===== src/shared/input_fault_defs.vh =====
// constants for the input voltage fault configuration block
`ifndef INPUT_FAULT_DEFS_VH
`define INPUT_FAULT_DEFS_VH

// command codes
`define CMD_OV_ACTION 8'h56
`define CMD_UV_WARN 8'h58
`define CMD_START_DELAY 8'h60

// overvoltage action byte fields
`define ACT_HI 7
`define ACT_LO 6
`define RETRY_HI 5
`define RETRY_LO 3
`define DLY_HI 2
`define DLY_LO 0

// action codes
`define ACT_IGNORE 2'h0
`define ACT_DELAYED 2'h1
`define ACT_IMMEDIATE 2'h2
`define ACT_INVALID 2'h3

// retry codes
`define RETRY_NONE 3'h0
`define RETRY_FOREVER 3'h7

// shutdown delay in switching clocks
`define SD_SHORT 3'h1
`define SD_MID 3'h3
`define SD_LONG 3'h7

// linear word fields
`define EXP_HI 15
`define EXP_LO 11
`define MAN_HI 10
`define MAN_LO 0

// reset exponents
`define UV_EXP_RESET 5'h1e
`define DLY_EXP_RESET 5'h1f

// threshold range in quarter volts: 2.5 V to 15.5 V
`define UV_FRAC 2
`define UV_MIN 10
`define UV_MAX 62

// start delay range in half milliseconds: 0 ms to 127.5 ms
`define DLY_FRAC 1
`define DLY_MIN 0
`define DLY_MAX 255

// timing
`define CLK_HZ 25000000
`define START_STEP_US 500
`define START_STEP_CYCLES ((`CLK_HZ / 1000000) * `START_STEP_US)

`endif


===== src/design/linear_range_check.v =====
// converts a linear word to fixed point and checks it against a range
`timescale 1ns/1ps
`include "input_fault_defs.vh"

module linear_range_check #(
	parameter integer FRAC = 1,
	parameter integer MIN_VAL = 0,
	parameter integer MAX_VAL = 255,
	parameter integer EXACT = 1,
	parameter integer VW = 8
) (
	input wire [15:0] word,
	output reg in_range,
	output reg [VW-1:0] fixed
);

	reg signed [47:0] man_ext;
	reg signed [47:0] wide;
	reg signed [6:0] sh;
	reg [5:0] rs;
	reg [47:0] mask;
	reg lost;

	// value is mantissa times two to the exponent, both signed
	always @* begin
		man_ext = {{37{word[`MAN_HI]}}, word[`MAN_HI:`MAN_LO]};
		sh = {{2{word[`EXP_HI]}}, word[`EXP_HI:`EXP_LO]} + FRAC[6:0];
		rs = 6'h00;
		mask = 48'h0;
		lost = 1'b0;
		if (sh >= 0) begin
			wide = man_ext <<< sh[5:0];
		end else begin
			rs = -sh[5:0];
			mask = (48'h1 << rs) - 48'h1;
			lost = (man_ext & mask) != 48'h0;
			wide = man_ext >>> rs;
		end
		// floor with lost bits lies below the true value
		in_range = (wide >= MIN_VAL) && ((wide < MAX_VAL) || ((wide == MAX_VAL) && !lost))
			&& !((EXACT != 0) && lost);
		fixed = wide[VW-1:0];
	end

endmodule // linear_range_check


===== src/design/tick_countdown.v =====
// loadable down counter stepped by a tick, one-cycle done pulse
`timescale 1ns/1ps

module tick_countdown #(
	parameter integer W = 8
) (
	input wire clk,
	input wire rst,
	input wire load,
	input wire [W-1:0] load_value,
	input wire tick,
	output reg done
);

	reg [W-1:0] count_q;
	reg busy_q;

	always @(posedge clk or posedge rst) begin
		if (rst) begin
			count_q <= {W{1'b0}};
			busy_q <= 1'b0;
			done <= 1'b0;
		end else begin
			done <= 1'b0;
			if (load) begin
				count_q <= load_value;
				busy_q <= (load_value != {W{1'b0}});
				done <= (load_value == {W{1'b0}});
			end else if (busy_q && tick) begin
				count_q <= count_q - {{(W-1){1'b0}}, 1'b1};
				if (count_q == {{(W-1){1'b0}}, 1'b1}) begin
					busy_q <= 1'b0;
					done <= 1'b1;
				end
			end
		end
	end

endmodule // tick_countdown


===== src/design/input_voltage_fault_config.v =====
// input voltage fault configuration, response sequencer and start delay
//
// Operation
// - action byte at 56h, byte write and read
// - overvoltage sets status bits, notifies host
// - action 00b ignores fault, keeps regulating
// - action 01b delays, then shuts if persisting
// - action 10b shuts down at once, retries
// - action 11b unsupported, treated as invalid
// - retry 0 latches off after shutdown
// - retry 1-6 hiccup-spaced restarts, then latch
// - restarts under overvoltage still counted
// - retry 7 restarts forever until off/success
// - delay 0-1: one clock, hiccup one rise
// - delay 2-4: three clocks, hiccup code rises
// - delay 5-7: seven clocks, hiccup code rises
// - bad action write flagged invalid, notified
// - single undervoltage threshold at 58h
// - undervoltage warning sets status, notifies host
// - threshold linear, exponent resets, 2.5-15.5 V
// - out-of-range threshold write flagged invalid
// - start delay at 60h, start to rise
// - start delay linear word, not phased
// - delay exponent resets, 0-127.5 ms, checked
`timescale 1ns/1ps
`include "input_fault_defs.vh"

module input_voltage_fault_config #(
	parameter [7:0] OV_ACTION_RESET = 8'h80,
	parameter [10:0] UV_MAN_RESET = 11'h00c,
	parameter [10:0] DLY_MAN_RESET = 11'h000,
	parameter integer START_STEP_CYCLES = `START_STEP_CYCLES
) (
	input wire clk,
	input wire rst,
	input wire cmd_write,
	input wire cmd_read,
	input wire [7:0] cmd_code,
	input wire [15:0] cmd_wdata,
	input wire clear_faults,
	input wire on_command,
	input wire input_overvoltage_detect,
	input wire input_undervoltage_detect,
	input wire pwm_tick,
	input wire rise_time_tick,
	input wire start_ok,
	output reg [15:0] rd_data,
	output reg rd_valid,
	output reg power_stage_enable,
	output reg latched_off,
	output reg status_none_above,
	output reg status_input,
	output reg input_high_fault_flag,
	output reg input_low_warning_flag,
	output reg invalid_data_flag,
	output reg host_notify,
	output reg [15:0] low_warning_threshold
);

	localparam [2:0] ST_OFF = 3'h0;
	localparam [2:0] ST_START = 3'h1;
	localparam [2:0] ST_RUN = 3'h2;
	localparam [2:0] ST_SD_WAIT = 3'h3;
	localparam [2:0] ST_HICCUP = 3'h4;
	localparam [2:0] ST_LATCHED = 3'h5;

	////////////////////////////////////////////////////////////////////////////////
	// configuration registers

	reg [7:0] ov_action_q;
	reg [15:0] start_delay_q;
	reg [7:0] start_steps_q;
	wire uv_ok;
	wire dly_ok;
	wire [7:0] dly_steps;
	wire [7:0] uv_fixed;
	wire action_ok;
	wire wr_action;
	wire wr_uv;
	wire wr_dly;
	wire write_bad;

	linear_range_check #(
		.FRAC(`UV_FRAC),
		.MIN_VAL(`UV_MIN),
		.MAX_VAL(`UV_MAX),
		.EXACT(0),
		.VW(8)
	) uv_check (
		.word(cmd_wdata),
		.in_range(uv_ok),
		.fixed(uv_fixed)
	);

	linear_range_check #(
		.FRAC(`DLY_FRAC),
		.MIN_VAL(`DLY_MIN),
		.MAX_VAL(`DLY_MAX),
		.EXACT(1),
		.VW(8)
	) dly_check (
		.word(cmd_wdata),
		.in_range(dly_ok),
		.fixed(dly_steps)
	);

	assign action_ok = cmd_wdata[`ACT_HI:`ACT_LO] != `ACT_INVALID;
	assign wr_action = cmd_write && (cmd_code == `CMD_OV_ACTION);
	assign wr_uv = cmd_write && (cmd_code == `CMD_UV_WARN);
	assign wr_dly = cmd_write && (cmd_code == `CMD_START_DELAY);
	assign write_bad = (wr_action && !action_ok) || (wr_uv && !uv_ok) || (wr_dly && !dly_ok);

	always @(posedge clk or posedge rst) begin
		if (rst) begin
			ov_action_q <= OV_ACTION_RESET;
			low_warning_threshold <= {`UV_EXP_RESET, UV_MAN_RESET};
			start_delay_q <= {`DLY_EXP_RESET, DLY_MAN_RESET};
			start_steps_q <= DLY_MAN_RESET[7:0];
		end else begin
			if (wr_action && action_ok) begin
				ov_action_q <= cmd_wdata[7:0];
			end
			if (wr_uv && uv_ok) begin
				low_warning_threshold <= cmd_wdata;
			end
			if (wr_dly && dly_ok) begin
				start_delay_q <= cmd_wdata;
				start_steps_q <= dly_steps;
			end
		end
	end

	////////////////////////////////////////////////////////////////////////////////
	// read back

	always @(posedge clk or posedge rst) begin
		if (rst) begin
			rd_data <= 16'h0000;
			rd_valid <= 1'b0;
		end else begin
			rd_valid <= cmd_read;
			if (cmd_read) begin
				case (cmd_code)
					`CMD_OV_ACTION: rd_data <= {8'h00, ov_action_q};
					`CMD_UV_WARN: rd_data <= low_warning_threshold;
					`CMD_START_DELAY: rd_data <= start_delay_q;
					default: rd_data <= 16'h0000;
				endcase
			end
		end
	end

	////////////////////////////////////////////////////////////////////////////////
	// status flags, set wins over clear

	reg ov_prev_q;
	reg uv_prev_q;
	wire ov_event;
	wire uv_event;

	assign ov_event = input_overvoltage_detect && !ov_prev_q;
	assign uv_event = input_undervoltage_detect && !uv_prev_q;

	always @(posedge clk or posedge rst) begin
		if (rst) begin
			ov_prev_q <= 1'b0;
			uv_prev_q <= 1'b0;
			status_none_above <= 1'b0;
			status_input <= 1'b0;
			input_high_fault_flag <= 1'b0;
			input_low_warning_flag <= 1'b0;
			invalid_data_flag <= 1'b0;
			host_notify <= 1'b0;
		end else begin
			ov_prev_q <= input_overvoltage_detect;
			uv_prev_q <= input_undervoltage_detect;
			input_high_fault_flag <= ov_event || (input_high_fault_flag && !clear_faults);
			input_low_warning_flag <= uv_event || (input_low_warning_flag && !clear_faults);
			status_none_above <= ov_event || uv_event || (status_none_above && !clear_faults);
			status_input <= ov_event || uv_event || (status_input && !clear_faults);
			invalid_data_flag <= write_bad || (invalid_data_flag && !clear_faults);
			host_notify <= ov_event || uv_event || write_bad;
		end
	end

	////////////////////////////////////////////////////////////////////////////////
	// delay decode

	wire [1:0] action;
	wire [2:0] retry;
	wire [2:0] dly_code;
	reg [2:0] sd_cycles;
	reg [2:0] hiccup_rises;

	assign action = ov_action_q[`ACT_HI:`ACT_LO];
	assign retry = ov_action_q[`RETRY_HI:`RETRY_LO];
	assign dly_code = ov_action_q[`DLY_HI:`DLY_LO];

	always @* begin
		sd_cycles = `SD_SHORT;
		hiccup_rises = 3'h1;
		if (dly_code >= 3'h5) begin
			sd_cycles = `SD_LONG;
			hiccup_rises = dly_code;
		end else if (dly_code >= 3'h2) begin
			sd_cycles = `SD_MID;
			hiccup_rises = dly_code;
		end
	end

	////////////////////////////////////////////////////////////////////////////////
	// start delay prescaler

	reg [15:0] step_cnt_q;
	reg step_tick_q;
	reg [2:0] state_q;
	reg [2:0] state_d;

	always @(posedge clk or posedge rst) begin
		if (rst) begin
			step_cnt_q <= 16'h0000;
			step_tick_q <= 1'b0;
		end else if (state_q != ST_START) begin
			step_cnt_q <= 16'h0000;
			step_tick_q <= 1'b0;
		end else if (step_cnt_q == START_STEP_CYCLES[15:0] - 16'h0001) begin
			step_cnt_q <= 16'h0000;
			step_tick_q <= 1'b1;
		end else begin
			step_cnt_q <= step_cnt_q + 16'h0001;
			step_tick_q <= 1'b0;
		end
	end

	////////////////////////////////////////////////////////////////////////////////
	// timers

	reg st_load;
	reg sd_load;
	reg hic_load;
	wire st_done;
	wire sd_done;
	wire hic_done;

	tick_countdown #(.W(8)) start_timer (
		.clk(clk),
		.rst(rst),
		.load(st_load),
		.load_value(start_steps_q),
		.tick(step_tick_q),
		.done(st_done)
	);

	tick_countdown #(.W(3)) shutdown_timer (
		.clk(clk),
		.rst(rst),
		.load(sd_load),
		.load_value(sd_cycles),
		.tick(pwm_tick),
		.done(sd_done)
	);

	tick_countdown #(.W(3)) hiccup_timer (
		.clk(clk),
		.rst(rst),
		.load(hic_load),
		.load_value(hiccup_rises),
		.tick(rise_time_tick),
		.done(hic_done)
	);

	////////////////////////////////////////////////////////////////////////////////
	// fault response sequencer

	reg [2:0] attempts_q;
	reg [2:0] attempts_d;
	reg enable_d;
	wire [2:0] attempts_inc;
	wire may_retry;
	wire may_retry_inc;

	assign attempts_inc = (attempts_q == 3'h7) ? attempts_q : attempts_q + 3'h1;
	assign may_retry = (retry == `RETRY_FOREVER) || (attempts_q < retry);
	assign may_retry_inc = (retry == `RETRY_FOREVER) || (attempts_inc < retry);

	always @* begin
		state_d = state_q;
		attempts_d = attempts_q;
		enable_d = power_stage_enable;
		st_load = 1'b0;
		sd_load = 1'b0;
		hic_load = 1'b0;
		if (!on_command) begin
			state_d = ST_OFF;
			enable_d = 1'b0;
			attempts_d = 3'h0;
		end else begin
			case (state_q)
				ST_OFF: begin
					state_d = ST_START;
					st_load = 1'b1;
				end
				ST_START: begin
					if (st_done) begin
						state_d = ST_RUN;
						enable_d = 1'b1;
					end
				end
				ST_RUN: begin
					if (start_ok) begin
						attempts_d = 3'h0;
					end
					if (input_overvoltage_detect) begin
						case (action)
							`ACT_DELAYED: begin
								state_d = ST_SD_WAIT;
								sd_load = 1'b1;
							end
							`ACT_IMMEDIATE: begin
								enable_d = 1'b0;
								state_d = may_retry ? ST_HICCUP : ST_LATCHED;
								hic_load = may_retry;
							end
							default: state_d = ST_RUN;
						endcase
					end
				end
				ST_SD_WAIT: begin
					if (sd_done) begin
						if (input_overvoltage_detect) begin
							enable_d = 1'b0;
							state_d = may_retry ? ST_HICCUP : ST_LATCHED;
							hic_load = may_retry;
						end else begin
							state_d = ST_RUN;
						end
					end
				end
				ST_HICCUP: begin
					if (hic_done) begin
						attempts_d = attempts_inc;
						if (input_overvoltage_detect) begin
							state_d = may_retry_inc ? ST_HICCUP : ST_LATCHED;
							hic_load = may_retry_inc;
						end else begin
							state_d = ST_RUN;
							enable_d = 1'b1;
						end
					end
				end
				ST_LATCHED: begin
					state_d = ST_LATCHED;
				end
				default: begin
					state_d = ST_OFF;
					enable_d = 1'b0;
				end
			endcase
		end
	end

	always @(posedge clk or posedge rst) begin
		if (rst) begin
			state_q <= ST_OFF;
			attempts_q <= 3'h0;
			power_stage_enable <= 1'b0;
			latched_off <= 1'b0;
		end else begin
			state_q <= state_d;
			attempts_q <= attempts_d;
			power_stage_enable <= enable_d;
			latched_off <= (state_d == ST_LATCHED);
		end
	end

endmodule // input_voltage_fault_config


===== config.mk =====
export PLATFORM = sky130hd
export DESIGN_NAME = input_voltage_fault_config
export DESIGN_NICKNAME = d
export VERILOG_FILES = /design/src/design/linear_range_check.v /design/src/design/tick_countdown.v /design/src/design/input_voltage_fault_config.v
export VERILOG_INCLUDE_DIRS = /design/src /design/src/shared
export SDC_FILE = /design/constraint.sdc
export NUM_CORES = 1
export LEC_CHECK = 0
export ABC_CLOCK_PERIOD_IN_PS = 3600
export BUFFER_PORTS_ARGS = -buffer_cell sky130_fd_sc_hd__clkbuf_2
export CORE_MARGIN = 10
export CORE_UTILIZATION = 56
export CTS_CLUSTER_SIZE = 10
export DETAILED_ROUTE_END_ITERATION = 7
export GPL_TIMING_DRIVEN = 0
export PLACE_DENSITY = 0.78
export SYNTH_ARGS = -nofsm -noshare
export SYNTH_HDL_FRONTEND = slang
export SYNTH_SLANG_ARGS = --single-unit

===== constraint.sdc =====
create_clock -name clk -period 3.6 [get_ports clk]
set_input_delay 0.54 -clock clk [delete_from_list [all_inputs] [get_ports clk]]
set_output_delay 0.54 -clock clk [all_outputs]
set_load 0.01 [all_outputs]

==> key figures <==
Run status
  • Status: finished, violations left
  • Failing checks: setup timing

Pwr
  • Pint: 2.96 mW
  • Total power: 4.28 mW
  • Comb pwr share: 0.258
  • Pwr dens: 365 nW/µm²
  • VDD IR max: 0.303 mV
  • Psw: 1.32 mW
  • Sequential power share: 0.324
  • Switching part of the total: 0.309
  • Leak: 5.00 nW
  • Clock Power Share: 0.418

Setup path
  • Worst setup SP type: input port
  • CP Capture Type: flip-flop
  • CP max stage cell: or3_1
  • Worst path most repeated cell: buf_8
  • Levels on crit path: 21
  • R2R setup slack: 740 ps
  • CP cell instances: clkbuf_16 -> buf_8 -> buf_8 -> buf_8 -> clkinvlp_4 -> ha_4 -> buf_4 -> a2111oi_4 -> buf_4 -> o211ai_4 -> nand3_2 -> ha_4 -> o31ai_2 -> nor2_1 -> xor2_1 -> a211oi_2 -> a31oi_1 -> or3_1 -> buf_6 -> buf_12 -> mux2_4
  • CP delay by family, top: buffers and inverters
  • Bufs and invs on worst path: 9
  • Worst r2r src: attempts_q[0]
  • Crit-path max FO: 7
  • Critical Path Max Stage Delay: 370 ps
  • Worst-case reg-to-reg path depth: 10
  • Crit path DAT: 4200 ps
  • Critical path class: in -> reg
  • Worst Path Required: 3910 ps
  • R2R Path End: hiccup_timer.count_q[2]

CTS
  • Root Driver: clkbuf_16
  • CTS buffer count: 17
  • CTS tree: done
  • Clock sink total: 118
  • Clock Tree Buf Depth: 2
  • Clock transition at the registers of the reported paths: 60 ps
  • Worst skew pair latency: 420 ps
  • H-Tree Depth: 4

Placement
  • Port Buf Inserts: 73
  • HPWL after detailed placement: 23.0 mm
  • RD Place Congestion: 0.995

Worst hold path
  • Hold depth: 1
  • Hold crit path type: in -> reg
  • Hold path endpoint: rd_valid
  • Hold Startpoint: cmd_read

GRT
  • Total gr overflow: 0
  • Largest net degree at the start of global routing: 43
  • GR Util All Layers: 0.296
  • Global-route wire length before repair: 52.2 mm
  • Initial antenna violation count: 0
  • Number of global-route vias before repair: 9343

Timing
  • Final Cycle Share: 1.08
  • Clock skew: 10.1 ps
  • Measured slew at the worst slew-check pin: 1030 ps
  • RSZ-0062 raised after global routing: true
  • Max Slew Vio Count: 0
  • Setup violators final: 40
  • Fmax: 257 MHz
  • Final Critical Period: 3900 ps
  • Fin. Hold Viols: 0
  • Setup TNS: -8230 ps
  • Max-slew headroom: 0.307
  • Final setup margin: -297 ps

Synth
  • Synth cell types: 82
  • #FFs+latches synth: 118
  • EDFF count, synth: 0
  • Mean Syn Cell Area: 8.59 µm²
  • Sequential element share of the synthesized area: 0.321
  • Synth area leaders: dfrtp_1 (29%), mux2_2 (6.9%), a21oi_1 (3.8%), nor2_1 (3.7%), nand2_1 (3.7%)
  • Syn. warnings: 0
  • Cell taking the most area after synthesis: dfrtp_1
  • Cell Area, Synth: 9240 µm²
  • Synth top area share: 0.287
  • Post-synth top flop: dfrtp_1
  • Async S/R FF share, synth: 1.00
  • Syn nets: 1135
  • Post-Syn Instances: 1076

Route
  • Via density: 6.67
  • Detailed-route DRC error count: 0
  • Pre-Repair DR Iteration Count: 6
  • Via count: 9658
  • Final wirelength: 33.5 mm
  • Iter 0 DRT Violations: 1305
  • DR WL/cell: 23.1 µm
  • Final ANT Viol Nets: 0

Floorplanning
  • Area of the core: 16100 µm²
  • Die ar.: 22000 µm²
  • Initial cell density of the core: 0.576
  • Ports: 76
  • Die Wd: 148 µm
  • Row count: 46
  • DIE HEIGHT: 148 µm

Cells and area
  • Fillers: 1142
  • N_diodes: 0
  • Area growth syn-to-layout: 26.9%
  • Share of layout cells above drive strength 1: 0.278
  • Nets: 1277

Run
  • Max cap viols: 0
==> metrics by stage <==
step / hold slack [ps] / setup slack [ps] / cells / area [µm²] / utilization
global route: 237 / -347 / 1447 / 11700 / 0.731
floorplan: 446 / -351 / 1076 / 9400 / -
global placement: 455 / -1480 / 1365 / 10000 / 0.625
detailed placement: 473 / -1410 / 1367 / 10100 / 0.628
CTS: 227 / -188 / 1436 / 11500 / 0.716
finish: 242 / -297 / 1447 / 11700 / 0.731
==> registers in the layout, indices dropped and copies added (netlist names), 3 cells and up <==
| signal | flops |
|---|---|
| attempts_q | 3 |
| hiccup_timer.count_q | 3 |
| low_warning_threshold | 16 |
| ov_action_q | 8 |
| rd_data | 16 |
| shutdown_timer.count_q | 3 |
| start_delay_q | 16 |
| start_steps_q | 8 |
| start_timer.count_q | 8 |
| state_q | 3 |
| step_cnt_q | 16 |
==> what timing repair did <==
item / 4_1_cts / 5_1_grt
gates resized for setup: 94 / 45
hold buffers: 0 / 0
buffers inserted: 35 / 14
pin swaps: 24 / 26
cloned: 3 / 0
setup endpoints to repair: 42 / 42
==> layer usage <==
metal | share of wire | vias to the layer above | global-route usage | wire length (µm)
li1 | - | 4248 | - | -
met1 | 0.39 | 4614 | 0.378 | 12900
met2 | 0.46 | 631 | 0.461 | 15300
met3 | 0.092 | 165 | 0.0534 | 3070
met4 | 0.065 | 0 | 0.173 | 2180
met5 | 0 | - | 0 | 0
==> worst reg2reg max path: cells and delay by family, from the launching register on <==
family          cells  cell delay, ps
flops               1             420
fa+ha+maj           2             520
compound gates      3             640
mux                 2             770
simple gates        3             410
==> power by group through the flow <==
| stage | clock network (mW) | logic [mW] | registers (mW) |
|---|---|---|---|
| 2_1_floorplan | 0 | 0.628 | 1.41 |
| 3_3_place_gp | 0 | 0.898 | 1.41 |
| 3_5_place_dp | 0 | 0.909 | 1.41 |
| 4_1_cts | 1.80 | 1.02 | 1.39 |
| 5_1_grt | 1.86 | 1.17 | 1.39 |
| 6_report | 1.79 | 1.10 | 1.39 |
==> cells by family (layout without fill, tap and decap cells) <==
group                    after synthesis  count (layout)  share of synthesized area
buffers and inverters                128             283                     0.0575
adder cells (fa/ha/maj)               24              24                     0.0325
XOR/XNOR                              46              46                     0.0452
AO/OA/AOI/OAI                        297             297                      0.215
multiplexers                         101             101                      0.135
AND/OR/NAND/NOR                      362             362                      0.194
flip-flops                           118             118                      0.321
==> cell usage in the layout (no fill, tap or decap), types with 11 or more instances in the layout <==
cell / n
o21ai_0: 64
dfrtp_1: 106
o22ai_1: 16
nor3_1: 31
ha_1: 17
clkbuf_1: 48
xor2_1: 13
nor2b_1: 15
mux2i_1: 26
nand3_1: 34
dfstp_2: 12
a21oi_1: 65
buf_4: 45
mux2_4: 19
mux4_2: 13
a31oi_1: 15
xnor2_1: 27
clkbuf_2: 80
nand2b_1: 14
a22o_1: 11
and3_1: 11
clkbuf_16: 19
nand2_1: 90
inv_1: 39
nor2_1: 89
mux2_2: 41
==> worst max-delay path by stage <==
| stage | endpoint | slack [ps] | from |
|---|---|---|---|
| detailed placement | low_warning_threshold[8] | -1410 | cmd_wdata[12] |
| global route | start_delay_q[0] | -350 | cmd_wdata[12] |
| CTS | start_steps_q[0] | -190 | cmd_wdata[12] |
| global placement | low_warning_threshold[4] | -1480 | cmd_wdata[12] |
| floorplan | start_steps_q[0] | -350 | cmd_wdata[12] |
| finish | start_steps_q[0] | -300 | cmd_wdata[12] |
==> final cells by class <==
type | count | area, µm² | share of cell area
buffer | 82 | 497 | 0.0423
multi-input combinational | 830 | 6300 | 0.537
tap | 216 | 270 | 0.0230
sequential | 118 | 2970 | 0.253
clock buffer | 20 | 447 | 0.0381
timing repair buffer | 125 | 891 | 0.0759
inverter | 44 | 186 | 0.0159
clock inverter | 12 | 178 | 0.0151
==> cells in the mapped netlist (all sizes together), types with 23 or more instances <==
library cell,count
o21ai,66
buf,23
nand3,39
ha,24
dfrtp,106
a21oi,70
mux2,61
mux2i,27
nor3,32
xnor2,30
inv,42
nand2,91
nor2,92
clkbuf,61
(Power assumes the default switching activity.)
